[src/hdl/mtpa_pkg.sv]
/*
  Shared constants, the parameter descriptor table and carrier types of the
  parameter access engine. Assumes one clock, one synchronous reset, and byte
  streams holding one whole request or response each.
*/
package mtpa_pkg;

  localparam logic [7:0] FC_READ = 8'h03;
  localparam logic [7:0] FC_WRITE_ONE = 8'h06;
  localparam logic [7:0] FC_WRITE_MANY = 8'h10;
  localparam logic [7:0] EXC_FLAG = 8'h80;
  localparam logic [7:0] EXC_SERVER_FAIL = 8'h04;
  localparam logic [7:0] BCNT_16 = 8'h02;
  localparam logic [7:0] BCNT_32 = 8'h04;
  localparam logic [15:0] REGS_16 = 16'h0001;
  localparam logic [15:0] REGS_32 = 16'h0002;

  localparam int unsigned DS_COUNT = 5;
  localparam logic [3:0] DS_RAM_OFS = 4'h5;
  localparam logic [3:0] DS_LAST = 4'h9;

  // Byte positions inside a request or response
  localparam int unsigned POS_UNIT = 6;
  localparam int unsigned POS_FC = 7;
  localparam int unsigned POS_ADDR = 8;
  localparam int unsigned POS_ARG = 10;
  localparam int unsigned POS_BCNT = 12;
  localparam int unsigned POS_DATA = 13;
  localparam int unsigned RX_MAX = 17;
  localparam int unsigned TX_MAX = 13;
  localparam logic [4:0] LEN_SHORT = 5'd12;
  localparam logic [4:0] LEN_MANY16 = 5'd15;
  localparam logic [7:0] MBAP_HEAD = 8'd6;

  // Response lengths in bytes
  localparam logic [7:0] TXL_EXC = 8'd9;
  localparam logic [7:0] TXL_RD16 = 8'd11;
  localparam logic [7:0] TXL_RD32 = 8'd13;
  localparam logic [7:0] TXL_WR = 8'd12;

  typedef struct packed {
    logic [11:0] num;
    logic wide;
    logic [31:0] min_v;
    logic [31:0] max_v;
    logic [31:0] init_v;
  } mtpa_pdesc_t;

  localparam int unsigned PAR_COUNT = 4;
  localparam mtpa_pdesc_t PAR_TABLE [PAR_COUNT] = '{
    '{12'h174, 1'b0, 32'h0000_0001, 32'h0000_ffff, 32'h0000_056e},
    '{12'h178, 1'b0, 32'h0000_0001, 32'h0000_ffff, 32'h0000_000f},
    '{12'h1e1, 1'b1, 32'h0000_0000, 32'h0001_0000, 32'h0000_03e8},
    '{12'h1e2, 1'b1, 32'h0000_0000, 32'h0001_0000, 32'h0000_1162}
  };

  typedef struct packed {
    logic [2:0] dataset;
    logic [11:0] num;
    logic [31:0] value;
  } mtpa_store_t;

endpackage : mtpa_pkg

[src/hdl/mtpa_engine.sv]
/*
  Parameter access engine: takes one request frame as a byte stream, checks
  and executes it against the parameter store, and sends one response frame.
  Assumes frames are delimited by rx_last and that TCP framing lies outside.
*/
`timescale 1ns/1ns
`default_nettype none
module mtpa_engine
  import mtpa_pkg::*;
#(
  parameter int unsigned DATASETS = mtpa_pkg::DS_COUNT,
  parameter int unsigned PARAMS = mtpa_pkg::PAR_COUNT
) (
  input wire logic clk,
  input wire logic rst,
  input wire logic rx_valid,
  input wire logic [7:0] rx_data,
  input wire logic rx_last,
  output logic rx_ready,
  output logic tx_valid,
  output logic [7:0] tx_data,
  output logic tx_last,
  input wire logic tx_ready,
  output logic nv_store_valid,
  output mtpa_pkg::mtpa_store_t nv_store
);
  import mtpa_pkg::*;

  localparam int unsigned DEPTH = DATASETS * PARAMS;
  localparam int unsigned AW = $clog2(DEPTH);
  localparam int unsigned PW = (PARAMS > 1) ? $clog2(PARAMS) : 1;

  if (DATASETS != DS_COUNT || PARAMS != PAR_COUNT) begin : g_chk
    $error("mtpa_engine: dataset or parameter count differs from table");
  end

  typedef enum logic [2:0] {
    ST_INIT = 3'b000,
    ST_RECV = 3'b001,
    ST_LOOK = 3'b010,
    ST_READ = 3'b011,
    ST_SEND = 3'b100
  } mtpa_state_t;

  typedef enum logic [2:0] {
    OUT_EXC = 3'b000,
    OUT_RD16 = 3'b001,
    OUT_RD32 = 3'b010,
    OUT_ECHO = 3'b011,
    OUT_SUM = 3'b100
  } mtpa_out_t;

  mtpa_state_t state_r;
  mtpa_out_t out_r;
  mtpa_out_t out_nxt;
  logic [RX_MAX-1:0][7:0] rx_buf_r;
  logic [4:0] rx_cnt_r;
  logic [TX_MAX-1:0][7:0] tx_buf_r;
  logic [TX_MAX-1:0][7:0] resp_nxt;
  logic [7:0] tx_len_r;
  logic [7:0] resp_len;
  logic [7:0] tx_idx_r;
  logic [AW-1:0] init_addr_r;
  logic [PW-1:0] init_par_r;

  // Decoded request
  logic [7:0] fc;
  logic [15:0] arg;
  logic [3:0] ds;
  logic [11:0] pnum;
  logic [2:0] ds_store;
  logic ds_ok;
  logic [PARAMS-1:0] hit;
  logic [PW-1:0] hit_idx;
  logic known;
  mtpa_pdesc_t desc;
  logic [31:0] wr_val;
  logic in_range;
  logic mem_we;
  logic [AW-1:0] mem_addr;
  logic [31:0] mem_wdata;
  logic [31:0] mem_rdata;
  logic build;

  assign fc = rx_buf_r[POS_FC];
  assign arg = {rx_buf_r[POS_ARG], rx_buf_r[POS_ARG+1]};
  assign ds = rx_buf_r[POS_ADDR][7:4];
  assign pnum = {rx_buf_r[POS_ADDR][3:0], rx_buf_r[POS_ADDR+1]};
  assign ds_ok = ds <= DS_LAST;
  assign ds_store = (ds >= DS_RAM_OFS) ? 3'(ds - DS_RAM_OFS) : ds[2:0];

  for (genvar i = 0; i < PARAMS; i++) begin : g_hit
    assign hit[i] = PAR_TABLE[i].num == pnum;
  end

  always_comb begin
    hit_idx = '0;
    for (int j = 0; j < PARAMS; j++) begin
      if (hit[j]) begin
        hit_idx = PW'(j);
      end
    end
  end

  assign desc = PAR_TABLE[hit_idx];
  assign known = (|hit) && ds_ok;
  // Code 6 takes the value from the argument word, code 16 from the data bytes
  assign wr_val = (fc == FC_WRITE_ONE) ? {16'h0000, arg} :
                  {16'h0000, rx_buf_r[POS_DATA], rx_buf_r[POS_DATA+1]};
  assign in_range = (wr_val >= desc.min_v) && (wr_val <= desc.max_v);

  always_comb begin
    out_nxt = OUT_EXC;
    case (fc)
      FC_READ: begin
        if (known && rx_cnt_r >= LEN_SHORT) begin
          if (!desc.wide && arg == REGS_16) begin
            out_nxt = OUT_RD16;
          end else if (desc.wide && arg == REGS_32) begin
            out_nxt = OUT_RD32;
          end
        end
      end
      FC_WRITE_ONE: begin
        if (known && rx_cnt_r >= LEN_SHORT && !desc.wide && in_range) begin
          out_nxt = OUT_ECHO;
        end
      end
      FC_WRITE_MANY: begin
        if (known && rx_cnt_r >= LEN_MANY16 && !desc.wide && arg == REGS_16 &&
            rx_buf_r[POS_BCNT] == BCNT_16 && in_range) begin
          out_nxt = OUT_SUM;
        end
      end
      default: begin
        out_nxt = OUT_EXC;
      end
    endcase
  end

  assign mem_we = (state_r == ST_INIT) ||
                  (state_r == ST_LOOK && (out_nxt == OUT_ECHO || out_nxt == OUT_SUM));
  assign mem_addr = (state_r == ST_INIT) ? init_addr_r :
                    AW'(ds_store * PARAMS + hit_idx);
  assign mem_wdata = (state_r == ST_INIT) ? PAR_TABLE[init_par_r].init_v : wr_val;

  mtpa_param_mem #(
    .DEPTH(DEPTH),
    .AW(AW)
  ) u_mem (
    .clk(clk),
    .we(mem_we),
    .addr(mem_addr),
    .wdata(mem_wdata),
    .rdata(mem_rdata)
  );

  assign build = (state_r == ST_LOOK && out_nxt != OUT_RD16 && out_nxt != OUT_RD32) ||
                 (state_r == ST_READ);

  // Response image
  always_comb begin
    mtpa_out_t sel;
    sel = (state_r == ST_READ) ? out_r : out_nxt;
    resp_nxt = '0;
    resp_len = TXL_EXC;
    for (int k = 0; k <= POS_UNIT; k++) begin
      resp_nxt[k] = rx_buf_r[k];
    end
    resp_nxt[POS_FC] = fc;
    case (sel)
      OUT_RD16: begin
        resp_len = TXL_RD16;
        resp_nxt[POS_ADDR] = BCNT_16;
        resp_nxt[POS_ADDR+1] = mem_rdata[15:8];
        resp_nxt[POS_ADDR+2] = mem_rdata[7:0];
      end
      OUT_RD32: begin
        resp_len = TXL_RD32;
        resp_nxt[POS_ADDR] = BCNT_32;
        resp_nxt[POS_ADDR+1] = mem_rdata[31:24];
        resp_nxt[POS_ADDR+2] = mem_rdata[23:16];
        resp_nxt[POS_ADDR+3] = mem_rdata[15:8];
        resp_nxt[POS_ADDR+4] = mem_rdata[7:0];
      end
      OUT_ECHO, OUT_SUM: begin
        resp_len = TXL_WR;
        for (int k = POS_ADDR; k < POS_BCNT; k++) begin
          resp_nxt[k] = rx_buf_r[k];
        end
      end
      default: begin
        resp_nxt[POS_FC] = fc | EXC_FLAG;
        resp_nxt[POS_ADDR] = EXC_SERVER_FAIL;
      end
    endcase
    resp_nxt[4] = 8'h00;
    resp_nxt[5] = resp_len - MBAP_HEAD;
  end

  // Sequencing
  always_ff @(posedge clk) begin
    if (rst) begin
      state_r <= ST_INIT;
    end else begin
      case (state_r)
        ST_INIT: begin
          if (init_addr_r == AW'(DEPTH - 1)) begin
            state_r <= ST_RECV;
          end
        end
        ST_RECV: begin
          if (rx_valid && rx_last) begin
            state_r <= ST_LOOK;
          end
        end
        ST_LOOK: begin
          state_r <= build ? ST_SEND : ST_READ;
        end
        ST_READ: begin
          state_r <= ST_SEND;
        end
        ST_SEND: begin
          if (tx_ready && tx_idx_r == tx_len_r - 8'd1) begin
            state_r <= ST_RECV;
          end
        end
        default: begin
          state_r <= ST_INIT;
        end
      endcase
    end
  end

  // Default fill of the store after reset
  always_ff @(posedge clk) begin
    if (rst) begin
      init_addr_r <= '0;
      init_par_r <= '0;
    end else if (state_r == ST_INIT) begin
      init_addr_r <= init_addr_r + AW'(1);
      init_par_r <= (init_par_r == PW'(PARAMS - 1)) ? '0 : init_par_r + PW'(1);
    end
  end

  // Request capture; bytes beyond the longest frame are dropped
  always_ff @(posedge clk) begin
    if (rst) begin
      rx_cnt_r <= '0;
      rx_buf_r <= '0;
    end else if (state_r == ST_RECV && rx_valid) begin
      if (rx_cnt_r < 5'(RX_MAX)) begin
        rx_buf_r[rx_cnt_r] <= rx_data;
        rx_cnt_r <= rx_cnt_r + 5'd1;
      end
    end else if (state_r == ST_SEND) begin
      rx_cnt_r <= '0;
    end
  end

  always_ff @(posedge clk) begin
    if (rst) begin
      out_r <= OUT_EXC;
    end else if (state_r == ST_LOOK) begin
      out_r <= out_nxt;
    end
  end

  // Response staging and drain
  always_ff @(posedge clk) begin
    if (rst) begin
      tx_buf_r <= '0;
      tx_len_r <= TXL_EXC;
      tx_idx_r <= '0;
    end else if (build) begin
      tx_buf_r <= resp_nxt;
      tx_len_r <= resp_len;
      tx_idx_r <= '0;
    end else if (state_r == ST_SEND && tx_ready) begin
      tx_idx_r <= tx_idx_r + 8'd1;
    end
  end

  // Nonvolatile commit only for the stored datasets
  always_ff @(posedge clk) begin
    if (rst) begin
      nv_store_valid <= 1'b0;
      nv_store <= '0;
    end else begin
      nv_store_valid <= mem_we && state_r == ST_LOOK && ds < DS_RAM_OFS;
      if (mem_we && state_r == ST_LOOK) begin
        nv_store <= '{dataset: ds_store, num: pnum, value: wr_val};
      end
    end
  end

  assign rx_ready = state_r == ST_RECV;
  assign tx_valid = state_r == ST_SEND;
  assign tx_data = tx_buf_r[tx_idx_r[3:0]];
  assign tx_last = tx_valid && tx_idx_r == tx_len_r - 8'd1;
endmodule : mtpa_engine
`default_nettype wire

[src/hdl/mtpa_param_mem.sv]
/*
  Working copy of all parameter values, one word per dataset and parameter.
  Assumes the owner fills it after reset; read data come out of a register.
*/
`timescale 1ns/1ns
`default_nettype none
module mtpa_param_mem #(
  parameter int unsigned DEPTH = 20,
  parameter int unsigned AW = 5
) (
  input wire logic clk,
  input wire logic we,
  input wire logic [AW-1:0] addr,
  input wire logic [31:0] wdata,
  output logic [31:0] rdata
);
  logic [31:0] mem [DEPTH];

  if ((1 << AW) < DEPTH) begin : g_chk
    $error("mtpa_param_mem: address too narrow");
  end

  always_ff @(posedge clk) begin
    if (we) begin
      mem[addr] <= wdata;
    end
    rdata <= mem[addr];
  end
endmodule : mtpa_param_mem
`default_nettype wire

[config.mk]
export PLATFORM = sky130hd
export DESIGN_NAME = mtpa_engine
export DESIGN_NICKNAME = d
export VERILOG_FILES = /design/src/hdl/mtpa_pkg.sv /design/src/hdl/mtpa_engine.sv /design/src/hdl/mtpa_param_mem.sv
export SDC_FILE = /design/constraint.sdc
export NUM_CORES = 1
export LEC_CHECK = 0
export BUFFER_PORTS_ARGS = -buffer_cell sky130_fd_sc_hd__buf_2
export CAP_MARGIN = 20
export CORE_MARGIN = 8
export CORE_UTILIZATION = 40
export DETAILED_ROUTE_END_ITERATION = 12
export GPL_TIMING_DRIVEN = 0
export PLACE_DENSITY = 0.62
export RECOVER_POWER = 50
export SYNTH_ARGS = -nofsm -noshare
export SYNTH_HDL_FRONTEND = slang
export SYNTH_SLANG_ARGS = --single-unit
[constraint.sdc]
create_clock -name clk -period 14.4 [get_ports clk]
set_clock_uncertainty 0.2 [all_clocks]
set_input_delay 2.88 -clock clk [delete_from_list [all_inputs] [get_ports clk]]
set_output_delay 2.88 -clock clk [all_outputs]
set_load 0.02 [all_outputs]
==> results of run 1 <==
final cells by class:
cell class / instances / area, um^2 / area share [%]
diodes: 1 / 2.502 / 0.008802
plain buffers: 168 / 730.7 / 2.570
clock buffers: 75 / 1639 / 5.765
clock inverters: 40 / 389.1 / 1.369
inverters: 19 / 73.82 / 0.2596
multi-input cells: 1455 / 9005 / 31.67
flip-flops and latches: 593 / 15070 / 53.02
well taps: 790 / 988.4 / 3.477
repair buffers: 89 / 528.0 / 1.857
layer usage:
metal  vias to the layer above  wire length (um)  share of wire (%)
met5                         -                 0                  0
met1                      9018             30960                 42
met2                       759             34560                 47
met3                       125              5722                7.8
met4                         0              2084                2.8
li1                       8371                 -                  -
registers in the layout, summed over array words and instances (netlist names), 12 cells and up:
signal,count
pnum,12
resp_nxt,40
u_mem.rdata,16
u_mem.mem,320
tx_buf_r,92
nv_store,31
arg,16
rx_buf_r,24
layout by cell type, fill, tap and decap left out, types with 7 or more instances in the layout:
cell,synthesis,routed
buf_6,1,16
xor2_1,12,12
inv_1,18,18
nor2_1,144,138
nand3b_1,9,9
nor3_2,2,16
ha_1,28,28
a22o_1,30,30
and2_1,37,33
dfxtp_1,273,273
nor4_1,22,20
buf_1,10,10
buf_4,17,21
clkbuf_1,131,184
a311oi_1,19,19
nand4_1,14,14
mux2i_1,77,77
buf_2,7,28
nand2_1,432,432
a21o_1,19,19
nor3_1,41,28
nor2_2,1,7
nand3_1,108,108
a221oi_1,8,8
mux4_2,48,48
nand2b_1,7,7
a211oi_1,20,20
clkbuf_16,0,61
o211ai_1,18,18
xnor2_1,8,8
clkinv_2,0,19
nor3b_1,6,7
o21ai_0,61,62
a21oi_1,162,161
a22oi_1,26,26
conb_1,1,16
edfxtp_1,320,320
kinds of logic after synthesis:
family | after synthesis | share of synthesized area [%]
AOI/OAI and AO/OA | 402 | 10.47
xor gates and xnor gates | 20 | 0.7078
adders and majority gates | 28 | 1.416
buffers and inverters | 187 | 3.261
DFF | 593 | 60.91
muxes | 132 | 7.801
other | 1 | 0.01515
and+or+nand+nor | 857 | 15.42
power breakdown:
group | internal, mW | switching, mW | leakage, nW
clock network | 0.888 | 0.693 | 0.994
logic | 0.0626 | 0.166 | 3.74
registers | 1.82 | 0.0182 | 5.17
worst min-delay path: stages, from the launching register on:
cell and delay [ps]:
dfxtp_1 310, nand2_1 50, a21oi_1 50
path summary, 6_finish.rpt:
| kind | slack (ps) | to |
|---|---|---|
| worst min-delay path | 250 | tx_buf_r[14] |
| worst min register to register | 250 | tx_buf_r[14] |
| worst max-delay path | 7600 | u_mem.mem[8][5] |
| worst max register to register | 7600 | u_mem.mem[8][5] |
==> summary.md, run 1 <==
| Metric | Value |
|---|---|
| Final hold slack | 253.9 ps |
| Crit. Startpoint | fc[2] |
| Placed Cells | 3113 |
| Gr usage total | 20.36% |
| Crit-path leading delay family | simple AND/OR/NAND/NOR gates |
| GR peak layer | met2 |
| Synth cell count leaders | nand2_1, edfxtp_1, dfxtp_1 |
| Final wirelength | 73330 um |
| Bufs on Longest Clock Path | 3 |
| First-pass DRT Iterations | 5 |
| PwrDens | 128.5 nW/um^2 |
| DR DRC count | 0 |
| Hold Vio Cnt, Final | 0 |
| Core Box Area | slightly above 60000 um^2 |
| Post-CTS sizing | 0 |
| Fmax | approximately 0.15 GHz |
| CP Cell Sequence | clkbuf_1 -> nand3b_1 -> nor3_1 -> clkbuf_1 -> nand2_1 -> nand2_1 -> ha_1 -> and3_1 -> nand4_1 -> a2111oi_0 -> o211ai_1 -> o21a_1 -> o31ai_4 -> o2111a_1 -> buf_6 -> o21ai_2 -> nor3_2 -> buf_6 |
| Top cell type's share of synthesized area | 38.83% |
| Grt total ovfl | 0 |
| Worst-Margin Slew | 2011 ps |
| Max FO, Critical Path | 10 |
| Area after DPL | between 20000 and 30000 um^2 |
| Worst path depth | 18 |
| Area contributors post-synth | edfxtp_1, dfxtp_1, nand2_1 |
| Yosys warns | 0 |
| Worst reg2reg path depth | 18 |
| Pin count of the biggest net entering global routing | 21 |
| Status | finished, violations left |
| Non-Filler Instances | 3230 |
| Initial core utilization | between 40% and 50% |
| Min setup slack post-route | 7604 ps |
| Total Nets Final | 2428 |
| Synthesized instance count | 2220 |
| Final worst path period share | 47.19% |
| Post-CTS Setup Repair Bufs | 0 |
| Reg clk slew, reported paths | 70 ps |
| Leading area contributor after synthesis | edfxtp_1 |
| Final slew viol count | between 60 and 70 |
| Top_reg_cell synth | edfxtp_1 |
| DR vias | 18270 |
| Unrepaired setup endpoints after global routing | false |
| Clock Sinks | 593 |
| Post-place setup slack | 8098 ps |
| Filler cell count | roughly 5700 |
| Synthesis-stage register bit count | 593 |
| Met3 usage | 3.150% |
| Worst Path Required | 14490 ps |
| Fraction of layout cells with a size suffix above 1 | roughly 11% |
| Final Cell Area | 28430 um^2 |
| Worst R2R Start | fc[2] |
| Worst Path Buf+Inv | 4 |
| Max Cap Viol | 4 |
| Vias per inst | 5.657 |
| Overall power | 3.653 mW |
| Met2 Usage GRT | between 30% and 40% |
| Final Util | 46.24% |
| Vias in the first global route | around 17000 |
| H-tree depth | 2 |
| Number of I/O pins | 72 |
| Clk_lat worst skew | between 600 and 700 ps |
| Root buffer selected by CTS | clkbuf_16 |
| Hold buffer count at cts | 0 |
| Type of the worst setup path | flip-flop to flip-flop |
| Gpl congestion | between 0.9 and 1 |
| Cell with the most instances after synthesis | nand2_1 |
| CTS Buf Count | 61 |
| Routed length per instance | 22.70 um |
| Global-route wire length before repair | 109700 um |
| Min-Delay Path Depth | 2 |
| Arr. time, crit path | slightly below 7000 ps |
| Worst Min Path Start | tx_buf_r[14] |
| Synthesis-to-finish area growth | 14.88% |
| Full die area | 70080 um^2 |
| Final setup viols | 0 |
| PortBufs | 55 |
| Post-synth ARST share | 0% |
| Crit. End Element | flip-flop |
| CTS tree | built |
| Sequential fraction of the synthesis area | 60.91% |
| DP HPWL | 53360 um |
| Min-Delay Path Class | flip-flop to flip-flop |
| CP max stage delay | ~860 ps |
| Met1 Usage GRT | 27.78% |
| Die Wd | 264.7 um |
| Syn Area/Cell | 11.15 um^2 |
| Rows | 91 |
| Number of synthesized flops with an enable pin | 320 |
| P_leak | 9.898 nW |
| Failing checks | capacitance limit, slew limit |
| Peak VDD IR | 0.0001081 V |
| Cell area after synthesis | 24750 um^2 |
| Critical Path Slowest Stage Cell | nor3_1 |
| Initial drt markers | 1842 |
| Die H | 264.7 um |
| Yosys cell types | 71 |
| DRT antenna net count | 0 |
| Final TNS setup | 0 ps |
| Initial antenna violation count | 0 |
| Tmin final | 6796 ps |
| Startpoint types | flip-flop |
| Slew HR | -35.45% |
Power figures use the tool's default switching activity.
==> run 2, diff against run 1 <==
Settings changed: ABC_AREA set to 1, PLACE_DENSITY 0.62 to 0.64.
Clock period 14.4 ns to 6.15 ns, I/O delays scaled along.
==> run 2 against run 1 <==
Compared with the run above:
- the flow still finishes with violations (capacitance limit, slew limit)
- via count rose by 2.1%
- flip-flop and latch count is the same
- sequential share of layout area rose by 1.3 points
- sequential power up 130%
- count of clock-buffer cells in the layout decreased by 5
- area after synthesis shrank 2.6%
- non-clock buffer count shrank 35
- worst setup slack worse by 7100 ps
- register-to-register slack worse by 7100 ps
- critical path depth increased by 4
==> summary.md, run 2 <==
| Metric | Value |
|---|---|
| Seq pwr share | 48.6% (-1.9 points) |
| Most common cell after layout, fill and taps aside | edfxtp_1 |
| Post-synth ARST share | 0% (unchanged) |
| Clk_lat worst skew | 630 ps (-40 ps) |
| Register area | 15070 um^2 (unchanged) |
| Die Wd | 261.5 um (-1.2%) |
| Peak VDD IR | 0.0003510 V (+220%) |
| Fmax | 0.1772 GHz (+20%) |
| Leading area contributor after synthesis | edfxtp_1 |
| ANT cells | 0 (-1) |
| Pint | 6.884 mW (+150%) |
| Filler cell count | 5553 (-2.0%) |
| Cell area after synthesis | 24100 um^2 (-2.6%) |
| Final worst path period share | 91.74% (+45 points) |
| P_leak | 9.714 nW (-1.9%) |
| Reg clk slew, reported paths | 60 ps (about the same) |
| Status | finished, violations left |
| DR vias | 18660 (+2.1%) |
| Sequential fraction of the synthesis area | 62.54% (+1.6 points) |
| Worst Path Required | 6280 ps (-8210 ps) |
| Max Cap Viol | 3 (-1) |
| Largest register by flop count | u_mem.mem |
| Multi-input gate area | 7536 um^2 (-16%) |
| H-tree depth | 2 (unchanged) |
| PortBufs | 54 (-1.8%) |
| First-pass DRT Iterations | 6 (+1) |
| Yosys cell types | 51 (-28%) |
| Bufs on Longest Clock Path | 3 (unchanged) |
| Min-Delay Path Class | flip-flop to flip-flop |
| Total Nets Final | 2602 (+7.2%) |
| Slew HR | -9.181% (+26 points) |
| Top cell type's share of synthesized area | 39.87% (+1.0 points) |
| Routed length per instance | 20.97 um (-7.6%) |
| Synthesis-stage register bit count | 593 (unchanged) |
| Final Util | 46.20% (about the same) |
| Final slew viol count | 63 (-1.6%) |
| Cell with the most instances after synthesis | edfxtp_1 |
| CTS tree | built |
| Type of the worst setup path | flip-flop to flip-flop |
| Post-CTS sizing | 0 (unchanged) |
| Area contributors post-synth | edfxtp_1, dfxtp_1, a22oi_1 |
| Final wirelength | 71130 um (-3.0%) |
| Unrepaired setup endpoints after global routing | false |
| Initial core utilization | 40.16% (-0.092 points) |
| Rows | 90 (-1.1%) |
| DRT antenna net count | 0 (unchanged) |
| Comb power frac | 5.5% (-0.8 points) |
| Grt total ovfl | 0 (unchanged) |
| Initial antenna violation count | 1 (+1) |
| Initial drt markers | 2099 (+14%) |
| Vias in the first global route | 17900 (+3.1%) |
| Top_reg_cell synth | edfxtp_1 |
| Die H | 261.5 um (-1.2%) |
| Hold Vio Cnt, Final | 0 (unchanged) |
| PwrDens | 319.4 nW/um^2 (+150%) |
| Clock Sinks | 593 (unchanged) |
| DR DRC count | 0 (unchanged) |
| Worst-Margin Slew | 1632 ps (-378.9 ps) |
| Crit. End Element | flip-flop |
| Gpl congestion | 0.9217 (-0.15%) |
| Clock network fraction of design power | 45.9% (+2.6 points) |
| Synthesis-to-finish area growth | 15.05% |
| Vias per inst | 5.500 (-2.8%) |
| Gr usage total | 20.16% (-0.20 points) |
| Global-route wire length before repair | 105500 um (-3.8%) |
| Number of I/O pins | 72 (unchanged) |
| Full die area | 68370 um^2 (-2.4%) |
| Yosys warns | 0 (unchanged) |
| DP HPWL | 50970 um (-4.5%) |
| Hold buffer count at cts | 0 (unchanged) |
| Core Box Area | 60020 um^2 (-2.4%) |
| Commonest cells after routing, fill and taps aside | edfxtp_1, nand2_1, dfxtp_1 |
| Synth cell count leaders | edfxtp_1, nand2_1, dfxtp_1 |
| Tmin final | 5642 ps (-1154 ps) |
| Arr. time, crit path | 5770 ps (-1120 ps) |
| Root buffer selected by CTS | clkbuf_16 |
| Max FO, Critical Path | 10 (unchanged) |
| Synthesized instance count | 2408 (+8.5%) |
| Failing checks | capacitance limit, slew limit |
| CTS Buf Count | 58 (-4.9%) |
| Final TNS setup | 0 ps (unchanged) |
| Syn Area/Cell | 10.01 um^2 (-10%) |
| Post-CTS Setup Repair Bufs | 0 (unchanged) |
| Switch share | 22.29% (-1.7 points) |
| Final setup viols | 0 (unchanged) |
| Fraction of layout cells with a size suffix above 1 | 7.893% (-2.8 points) |
| Startpoint types | flip-flop |
| Max FFs per register | 320 (unchanged) |
| Pin count of the biggest net entering global routing | 21 (unchanged) |
| Number of synthesized flops with an enable pin | 320 (unchanged) |
| Net switching power figure | 1.975 mW (+130%) |
[run 2: metrics by stage]
stage / hold slack [ps] / power, mW / cells / setup slack [ps] / cell area, um^2
4_1_cts: 241.5 / 8.904 / 3391 / 933.3 / 27940
5_1_grt: 267.7 / 9.089 / 3392 / 301.9 / 27730
3_5_place_dp: 228.5 / 4.887 / 3282 / 971.4 / 25740
2_1_floorplan: 218.8 / 4.646 / 2423 / 2152 / 24160
6_report: 241.0 / 8.859 / 3392 / 508.1 / 27730
3_3_place_gp: 223.0 / 4.857 / 3259 / 614.3 / 25410
[run 2: final cells by class]
type                            count  share of cell area (%)
Buffer                            144                   2.432
Clock buffer                       70                   5.541
Clock inverter                     39                   2.382
Inverter                          233                   3.158
Multi-Input combinational cell   1453                   27.17
Sequential cell                   593                   54.36
Tap cell                          782                   3.528
Timing Repair Buffer               78                   1.426
[run 2: power groups by stage]
stage | registers [mW] | clock network, mW | logic, mW
6_report | 4.31 | 4.07 | 0.487
2_1_floorplan | 4.37 | 0 | 0.274
5_1_grt | 4.31 | 4.26 | 0.523
4_1_cts | 4.30 | 4.10 | 0.501
3_3_place_gp | 4.39 | 0 | 0.463
3_5_place_dp | 4.39 | 0 | 0.499
[run 2: final timing paths]
path / cells past startpoint / from / slack (ps) / end
max: 22 / fc[5] / 510 / u_mem.mem[19][14]
min: 2 / nv_store[33] / 240 / nv_store[33]
max reg2reg: 22 / fc[5] / 510 / u_mem.mem[19][14]
min reg2reg: 2 / nv_store[33] / 240 / nv_store[33]
[run 2: logic make-up (layout without fill, tap and decap cells)]
family / count (synthesis) / after routing / synth area share [%]
simple gates: 710 / 710 / 12.57
compound gates: 689 / 689 / 16.62
flops: 593 / 593 / 62.54
buf+inv: 377 / 564 / 6.437
fa+ha+maj: 28 / 28 / 1.454
xor+xnor: 10 / 10 / 0.3634
other cells: 1 / 16 / 0.01556
[run 2: critical path, stage by stage (launching register included)]
cell,delay (ps)
dfxtp_1,320
inv_2,120
nand2_1,70
nor2_1,430
nand2_4,180
clkbuf_1,230
o21ai_0,730
ha_1,380
a21o_1,160
nand4_1,80
nand2_1,50
a21oi_1,190
nand2_1,80
nand2_1,140
and2_1,140
buf_2,150
nand2_1,60
nand2_1,110
nand2_4,110
nand2_1,170
nand2_1,270
nor2_1,710
buf_6,250
[run 2: metal layers]
| layer | part of all wire, % | wire [um] | global-route usage, % | vias up |
|---|---|---|---|---|
| met5 | 0.018 | 13 | 0 | - |
| met4 | 4.8 | 3409 | 9.225 | 2 |
| met3 | 6.8 | 4813 | 2.774 | 189 |
| met2 | 48 | 33840 | 33.80 | 794 |
| met1 | 41 | 29050 | 25.76 | 8966 |
| li1 | - | - | - | 8705 |
==> run 3, diff against run 2 <==
Settings changed: CORE_UTILIZATION 40 to 58, CTS_BUF_LIST set to sky130_fd_sc_hd__clkbuf_8, CTS_CLUSTER_SIZE set to 8, PLACE_DENSITY 0.64 to 0.85.
==> run 3 against run 2 <==
Compared with the run above:
- the run still ends with capacitance limit, slew limit left
- worst setup slack worse by 20 ps
- final area down 2.5%
- utilization up 20 points
- critical path depth unchanged
- non-clock buffer count up 3
- final cell count down 6.0%
- maximum frequency down 0.36%
- count of clock-buffer cells in the layout up 36
- sequential share of layout area up 1.4 points
- sequential power about the same
- critical path type unchanged
==> summary.md, run 3 (synthesized netlist as in run 2, its figures left out) <==
| Metric | Value |
|---|---|
| Total Nets Final | 2640 (+1.5%) |
| Initial antenna violation count | 1 (unchanged) |
| Type of the worst setup path | flip-flop to flip-flop |
| Core Box Area | 40920 um^2 (-32%) |
| Global-route wire length before repair | 105300 um (-0.23%) |
| P_leak | 9.703 nW (-0.12%) |
| Final Cell Area | 27030 um^2 (-2.5%) |
| Clock Sinks | 593 (unchanged) |
| DR vias | 19540 (+4.7%) |
| Final slew viol count | 168 (+170%) |
| Vias in the first global route | 18940 (+5.9%) |
| Area after DPL | 25440 um^2 (-1.2%) |
| Arr. time, crit path | 5860 ps (+90 ps) |
| Most common cell after layout, fill and taps aside | edfxtp_1 |
| Final setup viols | 0 (unchanged) |
| Slew HR | -99.41% (-90 points) |
| Max Cap Viol | 8 (+5) |
| Startpoint types | flip-flop |
| Synthesis-to-finish area growth | 12.14% |
| Worst Path Required | 6340 ps (+60 ps) |
| H-tree depth | 3 (+1) |
| Met3 usage | 5.773% (+3.0 points) |
| First-pass DRT Iterations | 8 (+2) |
| PortBufs | 54 (unchanged) |
| Final worst path period share | 92.07% (+0.33 points) |
| Post-CTS sizing | 0 (unchanged) |
| Met2 Usage GRT | 46.24% (+12 points) |
| DRT antenna net count | 0 (unchanged) |
| Failing checks | capacitance limit, slew limit |
| Grt total ovfl | 0 (unchanged) |
| Met1 Usage GRT | 35.20% (+9.4 points) |
| Crit. End Element | flip-flop |
| Min-Delay Path Class | flip-flop to flip-flop |
| Fmax | 0.1766 GHz (-0.36%) |
| Filler cell count | 3090 (-44%) |
| Root buffer selected by CTS | clkbuf_8 |
| DP HPWL | 49640 um (-2.6%) |
| Worst-Margin Slew | 2960 ps (+1328 ps) |
| Largest register by flop count | u_mem.mem |
| Rows | 74 (-18%) |
| Gr usage total | 28.50% (+8.3 points) |
| Fraction of layout cells with a size suffix above 1 | 8.660% (+0.77 points) |
| Initial drt markers | 2493 (+19%) |
| Post-CTS Setup Repair Bufs | 0 (unchanged) |
| CTS Buf Count | 93 (+60%) |
| Peak VDD IR | 0.0002963 V (-16%) |
| Reg clk slew, reported paths | 60 ps (about the same) |
| Max FO, Critical Path | 11 (+1) |
| GR peak layer | met2 |
| Gpl congestion | 0.9715 (+5.4%) |
| Hold buffer count at cts | 0 (unchanged) |
| PwrDens | 297.2 nW/um^2 (-7.0%) |
| Routed length per instance | 22.13 um (+5.5%) |
| DR DRC count | 0 (unchanged) |
| Commonest cells after routing, fill and taps aside | edfxtp_1, nand2_1, dfxtp_1 |
| Number of I/O pins | 72 (unchanged) |
| Die H | 219.9 um (-16%) |
| Hold Vio Cnt, Final | 0 (unchanged) |
| Full die area | 48340 um^2 (-29%) |
| Final TNS setup | 0 ps (unchanged) |
| Pin count of the biggest net entering global routing | 21 (unchanged) |
| Tmin final | 5662 ps (+20.37 ps) |
| Unrepaired setup endpoints after global routing | false |
| Vias per inst | 6.128 (+11%) |
| Clk_lat worst skew | 710 ps (+80 ps) |
| Final wirelength | 70570 um (-0.79%) |
| Status | finished, violations left |
| Initial core utilization | 58.90% (+19 points) |
| CTS tree | built |
| Die Wd | 219.9 um (-16%) |
| Bufs on Longest Clock Path | 3 (unchanged) |
| Max FFs per register | 320 (unchanged) |
==> run 3: worst paths after layout <==
kind | startpoint | to | slack, ps | cells after the start
min | nv_store[33] | nv_store[33] | 240 | 2
max | fc[0] | u_mem.mem[17][15] | 490 | 22
max reg2reg | fc[0] | u_mem.mem[17][15] | 490 | 22
min reg2reg | nv_store[33] | nv_store[33] | 240 | 2
==> run 3: report_power, final <==
group | internal, mW | leakage (nW) | switching (mW)
Sequential | 4.27 | 5.05 | 0.0386
Clock | 1.69 | 1.01 | 1.53
Combinational | 0.117 | 3.64 | 0.384
==> run 3: stage by stage <==
stage	hold slack, ps	utilization (%)	setup WS, ps	power (mW)	instances
finish	240.6	66.05	487.7	8.033	3189
global route	258.9	66.04	215.6	8.226	3188
CTS	238.3	66.45	760.0	8.017	3187
detailed placement	228.3	62.16	778.2	4.880	3035
global placement	224.1	61.32	768.3	4.842	3009
floorplan	218.8	-	2152	4.646	2423
==> run 3: worst max-delay path, stage by stage (launching register included) <==
cell      delay [ps]
dfxtp_1          340
inv_1            120
nand2_1          100
nor2_4           190
nand2_4          120
clkbuf_1         220
o21ai_0          880
ha_1             400
a21o_1           170
nand4_1           80
nand2_1           50
a21oi_1          140
nand2_1           70
nand2_1          120
and2_1           130
buf_2            160
nand2_1           70
nand2_1          110
nand2_4          110
nand2_1          170
nand2_1          240
nor2_1           860
buf_4            300
==> run 3: cell type report <==
type	count	area (um^2)	area share (%)
Inverter	233	875.8	3.240
Clock inverter	46	297.8	1.102
Antenna cell	1	2.502	0.009258
Timing Repair Buffer	81	462.9	1.713
Buffer	144	666.9	2.467
Sequential cell	593	15070	55.77
Tap cell	532	665.6	2.463
Multi-Input combinational cell	1453	7523	27.84
Clock buffer	106	1459	5.398
==> run 3: per-layer routing <==
metal / wire (um) / vias up
met5: 0 / -
met4: 4217 / 0
met3: 7033 / 278
li1: - / 8795
met2: 33340 / 1275
met1: 25970 / 9194
